`src/hdl/mode1_rail_cfg_pkg.sv`:
```
package mode1_rail_cfg_pkg;
  localparam logic [7:0] BUTTON_BUCK_ADDR = 8'h27;
  localparam logic [7:0] LEVEL_EN_ADDR    = 8'h28;
  localparam logic [7:0] BUTTON_BUCK_RST  = 8'h4c;
  localparam logic [7:0] LEVEL_EN_RST     = 8'h4f;
  localparam int RSVD_BIT       = 7;
  localparam int BUTTON_BIT     = 6;
  localparam int OFFSET_BIT     = 5;
  localparam int CORE_EN_BIT    = 3;
  localparam int SYS_EN_BIT     = 2;
  localparam int AON_EN_BIT     = 1;
  localparam int SREG_EN_BIT    = 0;
  localparam logic [4:0] BUCK_CODE_MAX = 5'h18;
  localparam logic [3:0] AON_CODE_MAX  = 4'h8;
  localparam int BUCK_BASE_MV   = 1500;
  localparam int AON_BASE_MV    = 1700;
  localparam int STEP_MV        = 25;
  localparam int OFFSET_MV      = 1200;
  localparam logic [1:0] MODE0  = 2'h0;
  localparam logic [1:0] MODE1  = 2'h1;

  typedef struct packed {
    logic        core_buck_enable;
    logic        system_buck_enable;
    logic        always_on_regulator_enable;
    logic        system_regulator_enable;
    logic        system_buck_offset_select;
    logic [4:0]  system_buck_voltage_code;
    logic [3:0]  always_on_regulator_voltage_code;
    logic [11:0] system_buck_mv;
    logic [11:0] always_on_mv;
  } rail_cfg_s;
endpackage

```
`src/hdl/mode1_rail_config_regs.sv`:
```
`timescale 1ns/10ps
`default_nettype none
module mode1_rail_config_regs (
  // clock and reset
  input  wire logic                           mclk_in,
  input  wire logic                           rst_in,
  // register port from the target interface
  input  wire logic                           reg_wr_in,
  input  wire logic [7:0]                     reg_addr_in,
  input  wire logic [7:0]                     reg_wdata_in,
  output logic      [7:0]                     reg_rdata_out,
  // mode selection
  input  wire logic                           pin_mode_source_select_in,
  input  wire logic [1:0]                     mode_reg_bits_in,
  input  wire logic                           mode_select_pin_a_in,
  input  wire logic                           mode_select_pin_b_in,
  input  wire logic                           button_fall_in,
  output logic                                return_to_mode0_out,
  output logic      [1:0]                     active_mode_out,
  // rail controllers
  output mode1_rail_cfg_pkg::rail_cfg_s       rail_cfg_out
);
  logic [7:0] button_buck_r;
  logic [7:0] level_en_r;
  logic [7:0] rdata_nxt;
  logic [1:0] mode_nxt;
  logic       return_nxt;
  mode1_rail_cfg_pkg::rail_cfg_s cfg_nxt;

  // address decode shared by write strobes and read mux
  function automatic logic addr_is(input logic [7:0] addr,
                                   input logic [7:0] target);
    addr_is = (addr == target);
  endfunction

  // buck table saturates above its last code
  function automatic logic [4:0] clamp_buck(input logic [4:0] code);
    if (code > mode1_rail_cfg_pkg::BUCK_CODE_MAX) begin
      clamp_buck = mode1_rail_cfg_pkg::BUCK_CODE_MAX;
    end else begin
      clamp_buck = code;
    end
  endfunction

  // always-on table saturates above its last code
  function automatic logic [3:0] clamp_aon(input logic [3:0] code);
    if (code > mode1_rail_cfg_pkg::AON_CODE_MAX) begin
      clamp_aon = mode1_rail_cfg_pkg::AON_CODE_MAX;
    end else begin
      clamp_aon = code;
    end
  endfunction

  // base plus one step per code, plus optional offset
  function automatic logic [11:0] level_mv(input int         base,
                                           input logic [4:0] code,
                                           input logic       add_offset);
    int mv;
    mv = base + mode1_rail_cfg_pkg::STEP_MV * int'(code);
    if (add_offset) begin
      mv = mv + mode1_rail_cfg_pkg::OFFSET_MV;
    end
    level_mv = 12'(mv);
  endfunction

  wire        hit_a        = addr_is(reg_addr_in, mode1_rail_cfg_pkg::BUTTON_BUCK_ADDR);
  wire        hit_b        = addr_is(reg_addr_in, mode1_rail_cfg_pkg::LEVEL_EN_ADDR);
  wire        wr_a         = reg_wr_in && hit_a;
  wire        wr_b         = reg_wr_in && hit_b;
  wire [4:0]  buck_clamped = clamp_buck(button_buck_r[4:0]);
  wire [3:0]  aon_clamped  = clamp_aon(level_en_r[7:4]);
  wire        offset_on    = button_buck_r[mode1_rail_cfg_pkg::OFFSET_BIT];
  wire [11:0] buck_mv      = level_mv(mode1_rail_cfg_pkg::BUCK_BASE_MV, buck_clamped,
                                      offset_on);
  wire [11:0] aon_mv       = level_mv(mode1_rail_cfg_pkg::AON_BASE_MV, {1'b0, aon_clamped},
                                      1'b0);
  wire [1:0]  sel_mode     = pin_mode_source_select_in ?
                             {mode_select_pin_b_in, mode_select_pin_a_in} : mode_reg_bits_in;
  wire        in_mode1     = (sel_mode == mode1_rail_cfg_pkg::MODE1);
  wire        button_return = button_fall_in && !button_buck_r[mode1_rail_cfg_pkg::BUTTON_BIT]
                              && (sel_mode != mode1_rail_cfg_pkg::MODE0);

  assign mode_nxt   = sel_mode;
  assign return_nxt = button_return;
  assign rdata_nxt  = hit_a ? button_buck_r :
                      hit_b ? level_en_r : 8'h00;

  always_comb begin
    cfg_nxt = '0;
    if (in_mode1) begin
      cfg_nxt.core_buck_enable           = level_en_r[mode1_rail_cfg_pkg::CORE_EN_BIT];
      cfg_nxt.system_buck_enable         = level_en_r[mode1_rail_cfg_pkg::SYS_EN_BIT];
      cfg_nxt.always_on_regulator_enable = level_en_r[mode1_rail_cfg_pkg::AON_EN_BIT];
      cfg_nxt.system_regulator_enable    = level_en_r[mode1_rail_cfg_pkg::SREG_EN_BIT];
      cfg_nxt.system_buck_offset_select  = button_buck_r[mode1_rail_cfg_pkg::OFFSET_BIT];
      cfg_nxt.system_buck_voltage_code   = button_buck_r[4:0];
      cfg_nxt.always_on_regulator_voltage_code = level_en_r[7:4];
      cfg_nxt.system_buck_mv             = buck_mv;
      cfg_nxt.always_on_mv               = aon_mv;
    end
  end

  always_ff @(posedge mclk_in) begin
    if (rst_in) begin
      button_buck_r <= mode1_rail_cfg_pkg::BUTTON_BUCK_RST;
      level_en_r    <= mode1_rail_cfg_pkg::LEVEL_EN_RST;
    end else begin
      if (wr_a) begin
        button_buck_r <= reg_wdata_in;
      end
      if (wr_b) begin
        level_en_r <= reg_wdata_in;
      end
    end
  end

  always_ff @(posedge mclk_in) begin
    if (rst_in) begin
      reg_rdata_out       <= 8'h00;
      active_mode_out     <= mode1_rail_cfg_pkg::MODE0;
      return_to_mode0_out <= 1'b0;
      rail_cfg_out        <= '0;
    end else begin
      reg_rdata_out       <= rdata_nxt;
      active_mode_out     <= mode_nxt;
      return_to_mode0_out <= return_nxt;
      rail_cfg_out        <= cfg_nxt;
    end
  end

  // register storage
  a_write_a_stores: assert property (@(posedge mclk_in) disable iff (rst_in)
    wr_a
    |=> button_buck_r == $past(reg_wdata_in))
    else $error("0x27 write not stored");

  a_write_b_stores: assert property (@(posedge mclk_in) disable iff (rst_in)
    wr_b
    |=> level_en_r == $past(reg_wdata_in))
    else $error("0x28 write not stored");

  a_rsvd_stored: assert property (@(posedge mclk_in) disable iff (rst_in)
    wr_a
    |=> button_buck_r[7] == $past(reg_wdata_in[7]))
    else $error("reserved bit not stored");

  a_hold_a_idle: assert property (@(posedge mclk_in) disable iff (rst_in)
    !wr_a
    |=> $stable(button_buck_r))
    else $error("0x27 changed without write");

  a_hold_b_idle: assert property (@(posedge mclk_in) disable iff (rst_in)
    !wr_b
    |=> $stable(level_en_r))
    else $error("0x28 changed without write");

  a_reset_regs: assert property (@(posedge mclk_in)
    rst_in
    |=> (button_buck_r == 8'h4c && level_en_r[7:4] == 4'h4))
    else $error("register reset value wrong");

  a_reset_enables: assert property (@(posedge mclk_in)
    rst_in
    |=> level_en_r[3:0] == 4'hf)
    else $error("rail enables not set by reset");

  // read port
  a_read_a: assert property (@(posedge mclk_in) disable iff (rst_in)
    reg_addr_in == 8'h27
    |=> reg_rdata_out == $past(button_buck_r))
    else $error("0x27 read data wrong");

  a_read_b: assert property (@(posedge mclk_in) disable iff (rst_in)
    reg_addr_in == 8'h28
    |=> reg_rdata_out == $past(level_en_r))
    else $error("0x28 read data wrong");

  a_read_other: assert property (@(posedge mclk_in) disable iff (rst_in)
    (reg_addr_in != 8'h27 && reg_addr_in != 8'h28)
    |=> reg_rdata_out == 8'h00)
    else $error("unmapped read not zero");

  a_reset_rdata: assert property (@(posedge mclk_in)
    rst_in
    |=> reg_rdata_out == 8'h00)
    else $error("read data not cleared by reset");

  // button reaction
  a_button_return: assert property (@(posedge mclk_in) disable iff (rst_in)
    (button_fall_in && !button_buck_r[6] && sel_mode != 2'h0)
    |=> return_to_mode0_out)
    else $error("button edge did not return to mode 0");

  a_button_hold: assert property (@(posedge mclk_in) disable iff (rst_in)
    (button_buck_r[6] || sel_mode == 2'h0)
    |=> !return_to_mode0_out)
    else $error("mode switch despite hold setting");

  a_button_reset: assert property (@(posedge mclk_in)
    rst_in
    |=> button_buck_r[6])
    else $error("button bit not set by reset");

  a_return_quiet: assert property (@(posedge mclk_in) disable iff (rst_in)
    !button_fall_in
    |=> !return_to_mode0_out)
    else $error("return request without button edge");

  a_no_return_mode0: assert property (@(posedge mclk_in) disable iff (rst_in)
    sel_mode == 2'h0
    |=> !return_to_mode0_out)
    else $error("return request while in mode 0");

  // system buck level
  a_buck_voltage: assert property (@(posedge mclk_in) disable iff (rst_in)
    (in_mode1 && button_buck_r[5:0] == 6'h2c)
    |=> rail_cfg_out.system_buck_mv == 12'd3000)
    else $error("buck offset voltage wrong");

  a_offset_zero: assert property (@(posedge mclk_in) disable iff (rst_in)
    (in_mode1 && button_buck_r[5:0] == 6'h0c)
    |=> rail_cfg_out.system_buck_mv == 12'd1800)
    else $error("buck level without offset wrong");

  a_offset_flag: assert property (@(posedge mclk_in) disable iff (rst_in)
    in_mode1
    |=> rail_cfg_out.system_buck_offset_select == $past(button_buck_r[5]))
    else $error("buck offset flag wrong");

  a_buck_clamp: assert property (@(posedge mclk_in) disable iff (rst_in)
    in_mode1
    |=> rail_cfg_out.system_buck_mv <= 12'd3300)
    else $error("buck code not clamped");

  a_buck_floor: assert property (@(posedge mclk_in) disable iff (rst_in)
    in_mode1
    |=> rail_cfg_out.system_buck_mv >= 12'd1500)
    else $error("buck level below table");

  a_buck_top: assert property (@(posedge mclk_in) disable iff (rst_in)
    (in_mode1 && button_buck_r[5:0] == 6'h18)
    |=> rail_cfg_out.system_buck_mv == 12'd2100)
    else $error("buck top code wrong");

  a_buck_saturate: assert property (@(posedge mclk_in) disable iff (rst_in)
    (in_mode1 && button_buck_r[5] && button_buck_r[4:0] > 5'h18)
    |=> rail_cfg_out.system_buck_mv == 12'd3300)
    else $error("buck code above table not held");

  a_buck_code_raw: assert property (@(posedge mclk_in) disable iff (rst_in)
    in_mode1
    |=> rail_cfg_out.system_buck_voltage_code == $past(button_buck_r[4:0]))
    else $error("buck code not presented");

  // always-on regulator level
  a_aon_clamp: assert property (@(posedge mclk_in) disable iff (rst_in)
    in_mode1
    |=> (rail_cfg_out.always_on_mv <= 12'd1900 && rail_cfg_out.always_on_mv >= 12'd1700))
    else $error("regulator level out of range");

  a_aon_reset_level: assert property (@(posedge mclk_in) disable iff (rst_in)
    (in_mode1 && level_en_r[7:4] == 4'h4)
    |=> rail_cfg_out.always_on_mv == 12'd1800)
    else $error("regulator default level wrong");

  a_aon_saturate: assert property (@(posedge mclk_in) disable iff (rst_in)
    (in_mode1 && level_en_r[7:4] > 4'h8)
    |=> rail_cfg_out.always_on_mv == 12'd1900)
    else $error("regulator code above table not held");

  a_aon_code_raw: assert property (@(posedge mclk_in) disable iff (rst_in)
    in_mode1
    |=> rail_cfg_out.always_on_regulator_voltage_code == $past(level_en_r[7:4]))
    else $error("regulator code not presented");

  // rail enables
  a_core_enable: assert property (@(posedge mclk_in) disable iff (rst_in)
    in_mode1
    |=> rail_cfg_out.core_buck_enable == $past(level_en_r[3]))
    else $error("core buck enable wrong");

  a_sys_enable: assert property (@(posedge mclk_in) disable iff (rst_in)
    in_mode1
    |=> rail_cfg_out.system_buck_enable == $past(level_en_r[2]))
    else $error("system buck enable wrong");

  a_aon_enable: assert property (@(posedge mclk_in) disable iff (rst_in)
    in_mode1
    |=> rail_cfg_out.always_on_regulator_enable == $past(level_en_r[1]))
    else $error("always-on regulator enable wrong");

  a_sreg_enable: assert property (@(posedge mclk_in) disable iff (rst_in)
    in_mode1
    |=> rail_cfg_out.system_regulator_enable == $past(level_en_r[0]))
    else $error("system regulator enable wrong");

  // mode selection and presentation
  a_pin_source: assert property (@(posedge mclk_in) disable iff (rst_in)
    pin_mode_source_select_in
    |=> active_mode_out == $past({mode_select_pin_b_in, mode_select_pin_a_in}))
    else $error("pin mode source ignored");

  a_reg_source: assert property (@(posedge mclk_in) disable iff (rst_in)
    !pin_mode_source_select_in
    |=> active_mode_out == $past(mode_reg_bits_in))
    else $error("register mode source ignored");

  a_mode1_tracks: assert property (@(posedge mclk_in) disable iff (rst_in)
    in_mode1
    |=> active_mode_out == 2'h1)
    else $error("mode 1 not reported");

  a_outside_mode1: assert property (@(posedge mclk_in) disable iff (rst_in)
    !in_mode1
    |=> rail_cfg_out == '0)
    else $error("fields presented outside mode 1");

  a_reset_outputs: assert property (@(posedge mclk_in)
    rst_in
    |=> (rail_cfg_out == '0 && !return_to_mode0_out && active_mode_out == 2'h0))
    else $error("outputs not cleared by reset");
endmodule
`default_nettype wire

```
`config.mk`:
```
export PLATFORM = sky130hd
export DESIGN_NAME = mode1_rail_config_regs
export DESIGN_NICKNAME = d
export VERILOG_FILES = /design/src/hdl/mode1_rail_cfg_pkg.sv /design/src/hdl/mode1_rail_config_regs.sv
export SDC_FILE = /design/constraint.sdc
export NUM_CORES = 1
export LEC_CHECK = 0
export BUFFER_PORTS_ARGS = -buffer_cell sky130_fd_sc_hd__buf_2
export CORE_MARGIN = 3
export CORE_UTILIZATION = 47
export CTS_BUF_LIST = sky130_fd_sc_hd__clkbuf_8 sky130_fd_sc_hd__clkbuf_16
export CTS_CLUSTER_DIAMETER = 120
export DETAILED_ROUTE_END_ITERATION = 8
export GPL_TIMING_DRIVEN = 0
export PLACE_DENSITY = 0.78
export SYNTH_ARGS = -nofsm -noshare
export SYNTH_HDL_FRONTEND = slang
export SYNTH_SLANG_ARGS = --single-unit
```
`constraint.sdc`:
```
create_clock -name mclk_in -period 3.55 [get_ports mclk_in]
set_input_delay 0.71 -clock mclk_in [delete_from_list [all_inputs] [get_ports mclk_in]]
set_output_delay 0.71 -clock mclk_in [all_outputs]
set_load 0.03 [all_outputs]
```
# Word-level counts from Yosys, hierarchy flattened
# Index checks and enable logic that the tools add are counted.
op_classes:
  multipliers: 2
  n_reduce_logical: 7
  eq_ne: 3
  muxes: 6
  bitwise_logic: 1
  order_cmp: 2
  addsub: 3
ops:
  columns: ["op", "count"]
  rows:
  - ["8-bit by 6-bit == test with 1-bit output (second input constant)", 2]
  - ["8-bit two-way mux", 2]
  - ["11-bit by 10-bit adder with 12-bit output (first input constant)", 1]
  - ["11-bit by 9-bit adder with 12-bit output (first input constant)", 1]
  - ["12-bit by 11-bit adder with 12-bit output (second input constant)", 1]
  - ["12-bit two-way mux", 1]
  - ["5-bit by 5-bit multiplier with 10-bit output (first input constant)", 1]
  - ["5-bit by 4-bit multiplier with 9-bit output (first input constant)", 1]
  - ["5-bit greater-than comparator (second input constant)", 1]
  - ["5-bit two-way mux", 1]
  - ["4-bit greater-than comparator (second input constant)", 1]
  - ["1-bit logical AND", 4]
  - ["4-bit two-way mux", 1]
  - ["2-bit by 1-bit == test with 1-bit output (second input constant)", 1]
  - ["2-bit two-way mux", 1]
  - ["2-bit nonzero test", 1]
  - ["2-bit OR reduction", 1]
  - ["1-bit logical NOT", 1]
  - ["1-bit inverter", 1]
word_totals:
  output_inout_bits: 49
  reg_bits: 65
  elab_cells: 38

# Longest topological paths before layout
# Gate-level depths: netlist (run 1).
depth:
  depth_word: 6
  mapped_depth: 14
  mapped_depth_nobuf: 14

# Worst setup path after synthesis (run 1)
# OpenSTA, ideal clock, no wires.
synth_timing:
  kind: "register to register"
  start: "reg button_buck_r[3]"
  end: "reg rail_cfg_out[22] in the netlist's numbering"
  path_stages_with_launch: 14
  arrival_time_ns: 3.566
  setup_slack_ns: -0.088
  synth_period_minus_slack_ns: 3.638
  n_path_buf: 0
  setup_time_ns: 0.072
  path_cell_list: "dfxtp_1 > ha_1 > nor2b_1 > ha_1 > fa_1 > ha_1 > ha_1 > fa_1 > inv_1 > ha_1 > o22ai_1 > nor2_1 > o31ai_2 > mux2i_1"
synth_between:
  elab_chain_cells: 6
synth_rtl:
  columns: ["item", "line_no", "text"]
  rows:
  - ["from (decl)", "mode1_rail_config_regs.sv:23", "logic [7:0] button_buck_r;"]
  - ["from (signal assigned)", "mode1_rail_config_regs.sv:105", "button_buck_r <= mode1_rail_cfg_pkg::BUTTON_BUCK_RST;"]
  - ["from (signal assigned)", "mode1_rail_config_regs.sv:109", "button_buck_r <= reg_wdata_in;"]
  - ["5-bit greater-than comparator (*)", "mode1_rail_config_regs.sv:38", "if (code > mode1_rail_cfg_pkg::BUCK_CODE_MAX) begin"]
  - ["5-bit two-way mux (*)", "mode1_rail_config_regs.sv:38", null]
  - ["named net buck_clamped[1]", "mode1_rail_config_regs.sv:70", "wire [4:0] buck_clamped = clamp_buck(button_buck_r[4:0]);"]
  - ["5-bit by 5-bit multiplier with 10-bit output (*)", "mode1_rail_config_regs.sv:59", "mv = base + mode1_rail_cfg_pkg::STEP_MV * int'(code);"]
  - ["11-bit by 10-bit adder with 12-bit output (*)", "mode1_rail_config_regs.sv:59", null]
  - ["12-bit by 11-bit adder with 12-bit output", "mode1_rail_config_regs.sv:61", "mv = mv + mode1_rail_cfg_pkg::OFFSET_MV;"]
  - ["12-bit two-way mux (*)", "mode1_rail_config_regs.sv:60", "if (add_offset) begin"]
  - ["to (signal assigned)", "mode1_rail_config_regs.sv:127", "rail_cfg_out <= cfg_nxt;"]
  - ["to (decl)", "mode1_rail_config_regs.sv:21", "output mode1_rail_cfg_pkg::rail_cfg_s rail_cfg_out"]
# The timed path passes the listed nets; every way through them passes the cells marked *.
# A chain may end at the register's enable or synchronous reset.

# Final worst setup path (run 1)
layout_timing:
  start: "reg button_buck_r[3]"
  end: "reg rail_cfg_out[23] in the netlist's numbering"
# The elaborated chain is that of the path after synthesis.

==> qor.csv, run 1 <==
metric;value;unit
rows;28;
cp_max_fo;7;
netlist_area;2909;µm²
grt_antenna_before_repair;0;
yosys-mux-area-fraction;3.785;%
synth_adder_area_share;12.90;%
dp_hpwl;4417;µm
synth-xor-area-share;2.108;%
hp-start;level_en_r[1]$_SDFFE_PP1P_;
syn_area_per_cell;9.762;µm²
synth_top_family_by_area;simple AND/OR/NAND/NOR gates;
layout.cells.most_common;buf_2;
relSlewSlack;66.64;%
path_class;reg -> reg;
rsz0062_at_grt;yes;
postSynth.asyncResetShare;0;%
layout_common_cells;buf_2, dfxtp_1, nor2_1;
die_x;84.68;µm
cts_tree;done;
grt_pass1_wl;10210;µm
synth-edff-count;0;
cts_buffers;9;
ys.flop_type;dfxtp_1;
period_share;97.78;%
cp.required;3.79;ns
synth_compound_area_share;10.75;%
worstRegToRegCells;12;
final_util;62.16;%
top_usage_layer;met2;
clk_path_buf_depth;2;
multiInputGateArea;1573;µm²
gp_congestion;0.8333;
syn_to_final_growth;27.27;%
final_antenna_net_count;0;
pwr_density_cell;400.3;nW/µm²
worst_ep_arrival_time;3.71;ns
syn_inst;298;
vias;2295;
ys_ff_latch;65;
use_met1;22.68;%
synth-simple-area-share;20.60;%
hold-path-endpoint;level_en_r[1]$_SDFFE_PP1P_;
yosysSeqAreaShare;44.73;%
grt_max_degree;13;
drt_wl_total;6275;µm
clock_sinks;65;
htree_levels;3;
leakage;1.827;nW
crit_path_end_kind;flip-flop;
placement.io_buffers;71;
layout-drive-gt1-share;31.19;%
p_total;1.482;mW
grt_overflow;0;
synth.distinct_cells;47;
core;5956;µm²
start_util;48.84;%
yosysWarningCount;0;
die_h;84.68;µm
use_met3;4.318;%
die_area;7170;µm²
drv_slew;0;
setup_viol;0;
wire_per_inst;13.55;µm
hold_viol_final;0;
via_per_inst;4.957;
drt_pass1_iterations;4;
clk_pin_slew;0.08;ns
cap_violations;0;
drc;0;
worstSetupStartpointType;flip-flop;
drt_iter0_drc;99;
grt_usage;18.19;%
nets;435;
grt_use_met2;29.18;%
r2r-start;button_buck_r[3]$_SDFFE_PP1P_;
clock-root-buffer;clkbuf_8;
skew;0.007514;ns
tightest_slew;0.5004;ns
grt_pass1_vias;2278;
diodes;0;
clock.fmax;288.1;MHz
status;complete, no violations;
fill_cells;510;
rrSetupSlack;0.08;ns
whs_path_depth;1;
holdWs;0.4897;ns
synthesis.nets;350;
hp-class;reg -> reg;
clk_latency;0.35;ns
irDropWorstVdd;0.2603;mV
ios;74;
regArea;1309;µm²
fin_crit;3.471;ns
regToRegEndpoint;rail_cfg_out[23]$_SDFF_PP0_;
## synthesized netlist by cell type, drive strengths merged (2+ instances only)
library cell	number	area share, %
or2	2	0.43
or3	2	0.43
nor2b	7	1.5
buf	6	1.2
o22ai	3	0.65
dfxtp	65	45
nand3	2	0.34
and2	20	4.3
nand2b	4	0.86
ha	22	9.5
a211o	8	2.4
o21ai	7	1.3
xor2	2	0.60
a21o	3	0.77
nand2	7	0.90
fa	5	3.4
nor3	5	0.86
and3	4	0.86
nor4b	3	1.6
mux2i	11	3.8
clkbuf	9	1.2
nor3b	3	0.77
inv	20	2.6
a22oi	8	2.1
nor2	46	6.0
xnor2	5	1.5
a21oi	8	1.4
## worst max-delay path, cell delays in order, from the launching register on
cell and delay [ns]:
dfxtp_4 0.36, ha_4 0.20, nor2b_4 0.19, ha_4 0.23, fa_1 0.44, ha_1 0.31
ha_2 0.20, fa_1 0.45, and3_1 0.24, or3_1 0.39, o2111ai_2 0.10, o22ai_1 0.13
mux2i_1 0.13
## metal layers
layer | wire length (µm) | up-vias
met3 | 351 | 14
met2 | 2963 | 64
met4 | 171 | 0
met1 | 2788 | 1051
met5 | 0 | -
li1 | - | 1166
## report_power, final
group          total [mW]  internal [mW]  switching [mW]  leakage [nW]
sequential          0.740          0.738         0.00235         0.528
combinational      0.0920         0.0323          0.0596          1.19
clock               0.650          0.346           0.304         0.107
## cells by family (layout without fill, tap and decap cells)
family | count (synthesis) | count (layout)
and+or+nand+nor | 109 | 109
DFF | 65 | 65
AOI/OAI and AO/OA | 43 | 43
buffers and inverters | 35 | 125
adders and majority gates | 27 | 27
muxes | 11 | 11
xor gates and xnor gates | 7 | 7
other | 1 | 1
## stage by stage
stage                     setup TNS [ns]  instance area, µm²  setup slack, ns  std cells
after detailed placement         -0.7212                3362          -0.2567        444
final                                  0                3702          0.07867        463
after global placement           -0.5608                3362          -0.2069        444
after CTS                              0                3626          0.01897        463
after global routing             -0.1977                3702         -0.05795        463
after floorplan                        0                2913          0.02638        298
## state kept, by name, indices dropped and copies added, names as in the netlist
| signal | flops |
|---|---|
| active_mode_out | 2 |
| button_buck_r | 8 |
| level_en_r | 8 |
| rail_cfg_out | 38 |
| reg_rdata_out | 8 |
| return_to_mode0_out | 1 |
## area by class of cell
type,instances,share of cell area (%)
Tap cell,75,2.535
Inverter,20,2.028
Timing Repair Buffer,74,10.21
Clock buffer,10,3.717
Clock inverter,6,1.791
Sequential cell,65,35.35
Buffer,15,1.893
Multi-Input combinational cell,198,42.48
## repair_timing
item | in CTS | in global routing
setup endpoints to repair | 4 | 3
pin swaps | 2 | 4
hold buffers | 0 | 0
buffers inserted | 3 | 0
resized for setup | 10 | 12
## worst max path at each step
stage,end,startpoint
after floorplan,rail_cfg_out[22]$_SDFF_PP0_,button_buck_r[3]$_SDFFE_PP1P_
after global placement,rail_cfg_out[22]$_SDFF_PP0_,button_buck_r[3]$_SDFFE_PP1P_
after detailed placement,rail_cfg_out[22]$_SDFF_PP0_,button_buck_r[3]$_SDFFE_PP1P_
after CTS,rail_cfg_out[22]$_SDFF_PP0_,button_buck_r[3]$_SDFFE_PP1P_
after global routing,rail_cfg_out[23]$_SDFF_PP0_,button_buck_r[3]$_SDFFE_PP1P_
final,rail_cfg_out[23]$_SDFF_PP0_,button_buck_r[3]$_SDFFE_PP1P_
(Power assumes the default switching activity.)
==> run 2: changes to the inputs <==
Settings changed: SETUP_SLACK_MARGIN from default to 0.1.
==> qor.csv, run 2 (synthesized netlist as in run 1, its figures left out) <==
metric;value;unit;change
status;complete, no violations;;
period_share;96.37;%;-1.4 points
rrSetupSlack;0.13;ns;+0.05 ns
path_class;reg -> reg;;
fin_crit;3.421;ns;-0.05028 ns
cts_tree;done;;
core;5956;µm²;unchanged
die_area;7170;µm²;unchanged
grt_antenna_before_repair;0;;unchanged
wire_per_inst;14.19;µm;+4.7%
setup_viol;0;;unchanged
nets;439;;+0.92%
grt_pass1_wl;10520;µm;+3.0%
vias;2394;;+4.3%
start_util;48.84;%;unchanged
drt_wl_total;6627;µm;+5.6%
die_h;84.68;µm;unchanged
grt_overflow;0;;unchanged
cap_violations;0;;unchanged
place_ws;-0.1417;ns;+0.1150 ns
rsz0062_at_grt;yes;;
grt_max_degree;14;;+1
hold_viol_final;0;;unchanged
worstSetupStartpointType;flip-flop;;
drt_pass1_iterations;5;;+1
drc;0;;unchanged
grt_pass1_vias;2225;;-2.3%
regToRegEndpoint;rail_cfg_out[22]$_SDFF_PP0_;;
regMostFlops;rail_cfg_out;;
irDropWorstVdd;0.3492;mV;+34%
ios;74;;unchanged
clk_path_buf_depth;2;;unchanged
drv_slew;0;;unchanged
cts_hold_buf;0;;unchanged
htree_levels;3;;unchanged
skew;0.01051;ns;+0.003000 ns
layout_common_cells;buf_2, dfxtp_1, nor2_1;;
clk_latency;0.35;ns;about the same
die_x;84.68;µm;unchanged
final_antenna_net_count;0;;unchanged
largest_register_ffs;38;;unchanged
setup_ws;0.1289;ns;+0.05028 ns
rows;28;;unchanged
hp-start;level_en_r[3]$_SDFFE_PP1P_;;
cp_max_fo;7;;unchanged
holdWs;0.4928;ns;+0.003165 ns
grt_usage;18.70;%;+0.51 points
whs_path_depth;1;;unchanged
diodes;0;;unchanged
hp-class;reg -> reg;;
clock.fmax;292.3;MHz;+1.5%
r2r-start;button_buck_r[3]$_SDFFE_PP1P_;;
placement.io_buffers;71;;unchanged
placed_area;3374;µm²;+0.37%
crit_path_end_kind;flip-flop;;
leakage;1.848;nW;+1.1%
finalSetupTns;0;ns;unchanged
drt_iter0_drc;110;;+11%
dp_hpwl;4549;µm;+3.0%
hold-path-endpoint;rail_cfg_out[37]$_SDFF_PP0_;;
placed_cells;444;;unchanged
layout.cells.most_common;buf_2;;
pwr_density_cell;400.8;nW/µm²;+0.12%
clock-root-buffer;clkbuf_8;;
syn_to_final_growth;32.39;%;
layout-drive-gt1-share;34.18;%;+3.0 points
cp.required;3.82;ns;+0.03 ns
gp_congestion;0.8007;;-3.9%
via_per_inst;5.126;;+3.4%
worst_ep_arrival_time;3.69;ns;-0.02 ns
clk_pin_slew;0.08;ns;about the same
final_cells;467;;+0.86%
worstRegToRegCells;13;;+1
clock_sinks;65;;unchanged
cts_buffers;9;;unchanged
fin_area;3851;µm²;+4.0%
[run 2: critical path, cell delays in order (launching register included)]
cell	delay, ns
dfxtp_4	0.36
ha_4	0.20
nor2b_4	0.17
ha_4	0.22
fa_1	0.58
ha_4	0.22
ha_4	0.17
fa_2	0.59
inv_2	0.06
ha_4	0.17
o22ai_4	0.16
nor2_2	0.07
o31ai_4	0.18
mux2i_1	0.20
[run 2: stage by stage]
| step | total power, mW | util, % |
|---|---|---|
| 4_1_cts | 1.550 | 62.00 |
| 6_report | 1.544 | 64.66 |
| 5_1_grt | 1.595 | 64.66 |
| 3_5_place_dp | 0.8484 | 56.66 |
| 2_1_floorplan | 0.8139 | - |
| 3_3_place_gp | 0.8464 | 56.66 |
[run 2: layer usage]
metal	wire length, µm	track usage, %	share of wire, %	up-vias
li1	-	-	-	1177
met1	2874	22.66	43	1129
met2	3284	31.46	50	72
met3	310	3.631	4.7	16
met4	158	9.496	2.4	0
met5	0	0	0	-
[run 2: worst max path at each step]
stage,cells past startpoint,from,to
after floorplan,13,button_buck_r[4]$_SDFFE_PP0P_,rail_cfg_out[22]$_SDFF_PP0_
after global placement,13,button_buck_r[4]$_SDFFE_PP0P_,rail_cfg_out[22]$_SDFF_PP0_
after detailed placement,13,button_buck_r[4]$_SDFFE_PP0P_,rail_cfg_out[22]$_SDFF_PP0_
after CTS,13,button_buck_r[4]$_SDFFE_PP0P_,rail_cfg_out[22]$_SDFF_PP0_
after global routing,13,button_buck_r[3]$_SDFFE_PP1P_,rail_cfg_out[22]$_SDFF_PP0_
final,13,button_buck_r[3]$_SDFFE_PP1P_,rail_cfg_out[22]$_SDFF_PP0_
[run 2: layout make-up]
class / instances / area, µm²
buffer: 15 / 70.07
multi-input combinational: 198 / 1670
fill: 495 / 2105
timing repair buffer: 78 / 407.9
sequential: 65 / 1309
clock inverter: 7 / 101.3
clock buffer: 9 / 123.9
inverter: 20 / 75.07
tap: 75 / 93.84
[run 2: what timing repair did]
item	in CTS	in global routing
pin swaps	5	8
resized for setup	13	22
setup buffers	4	3
setup endpoints to repair	4	4
gates cloned	0	0
[run 2: where the power goes]
part / internal, mW / switching, mW / total [mW]
clock network: 0.401 / 0.307 / 0.708
logic: 0.0340 / 0.0608 / 0.0948
registers: 0.738 / 0.00266 / 0.741
total: 1.17 / 0.371 / 1.54
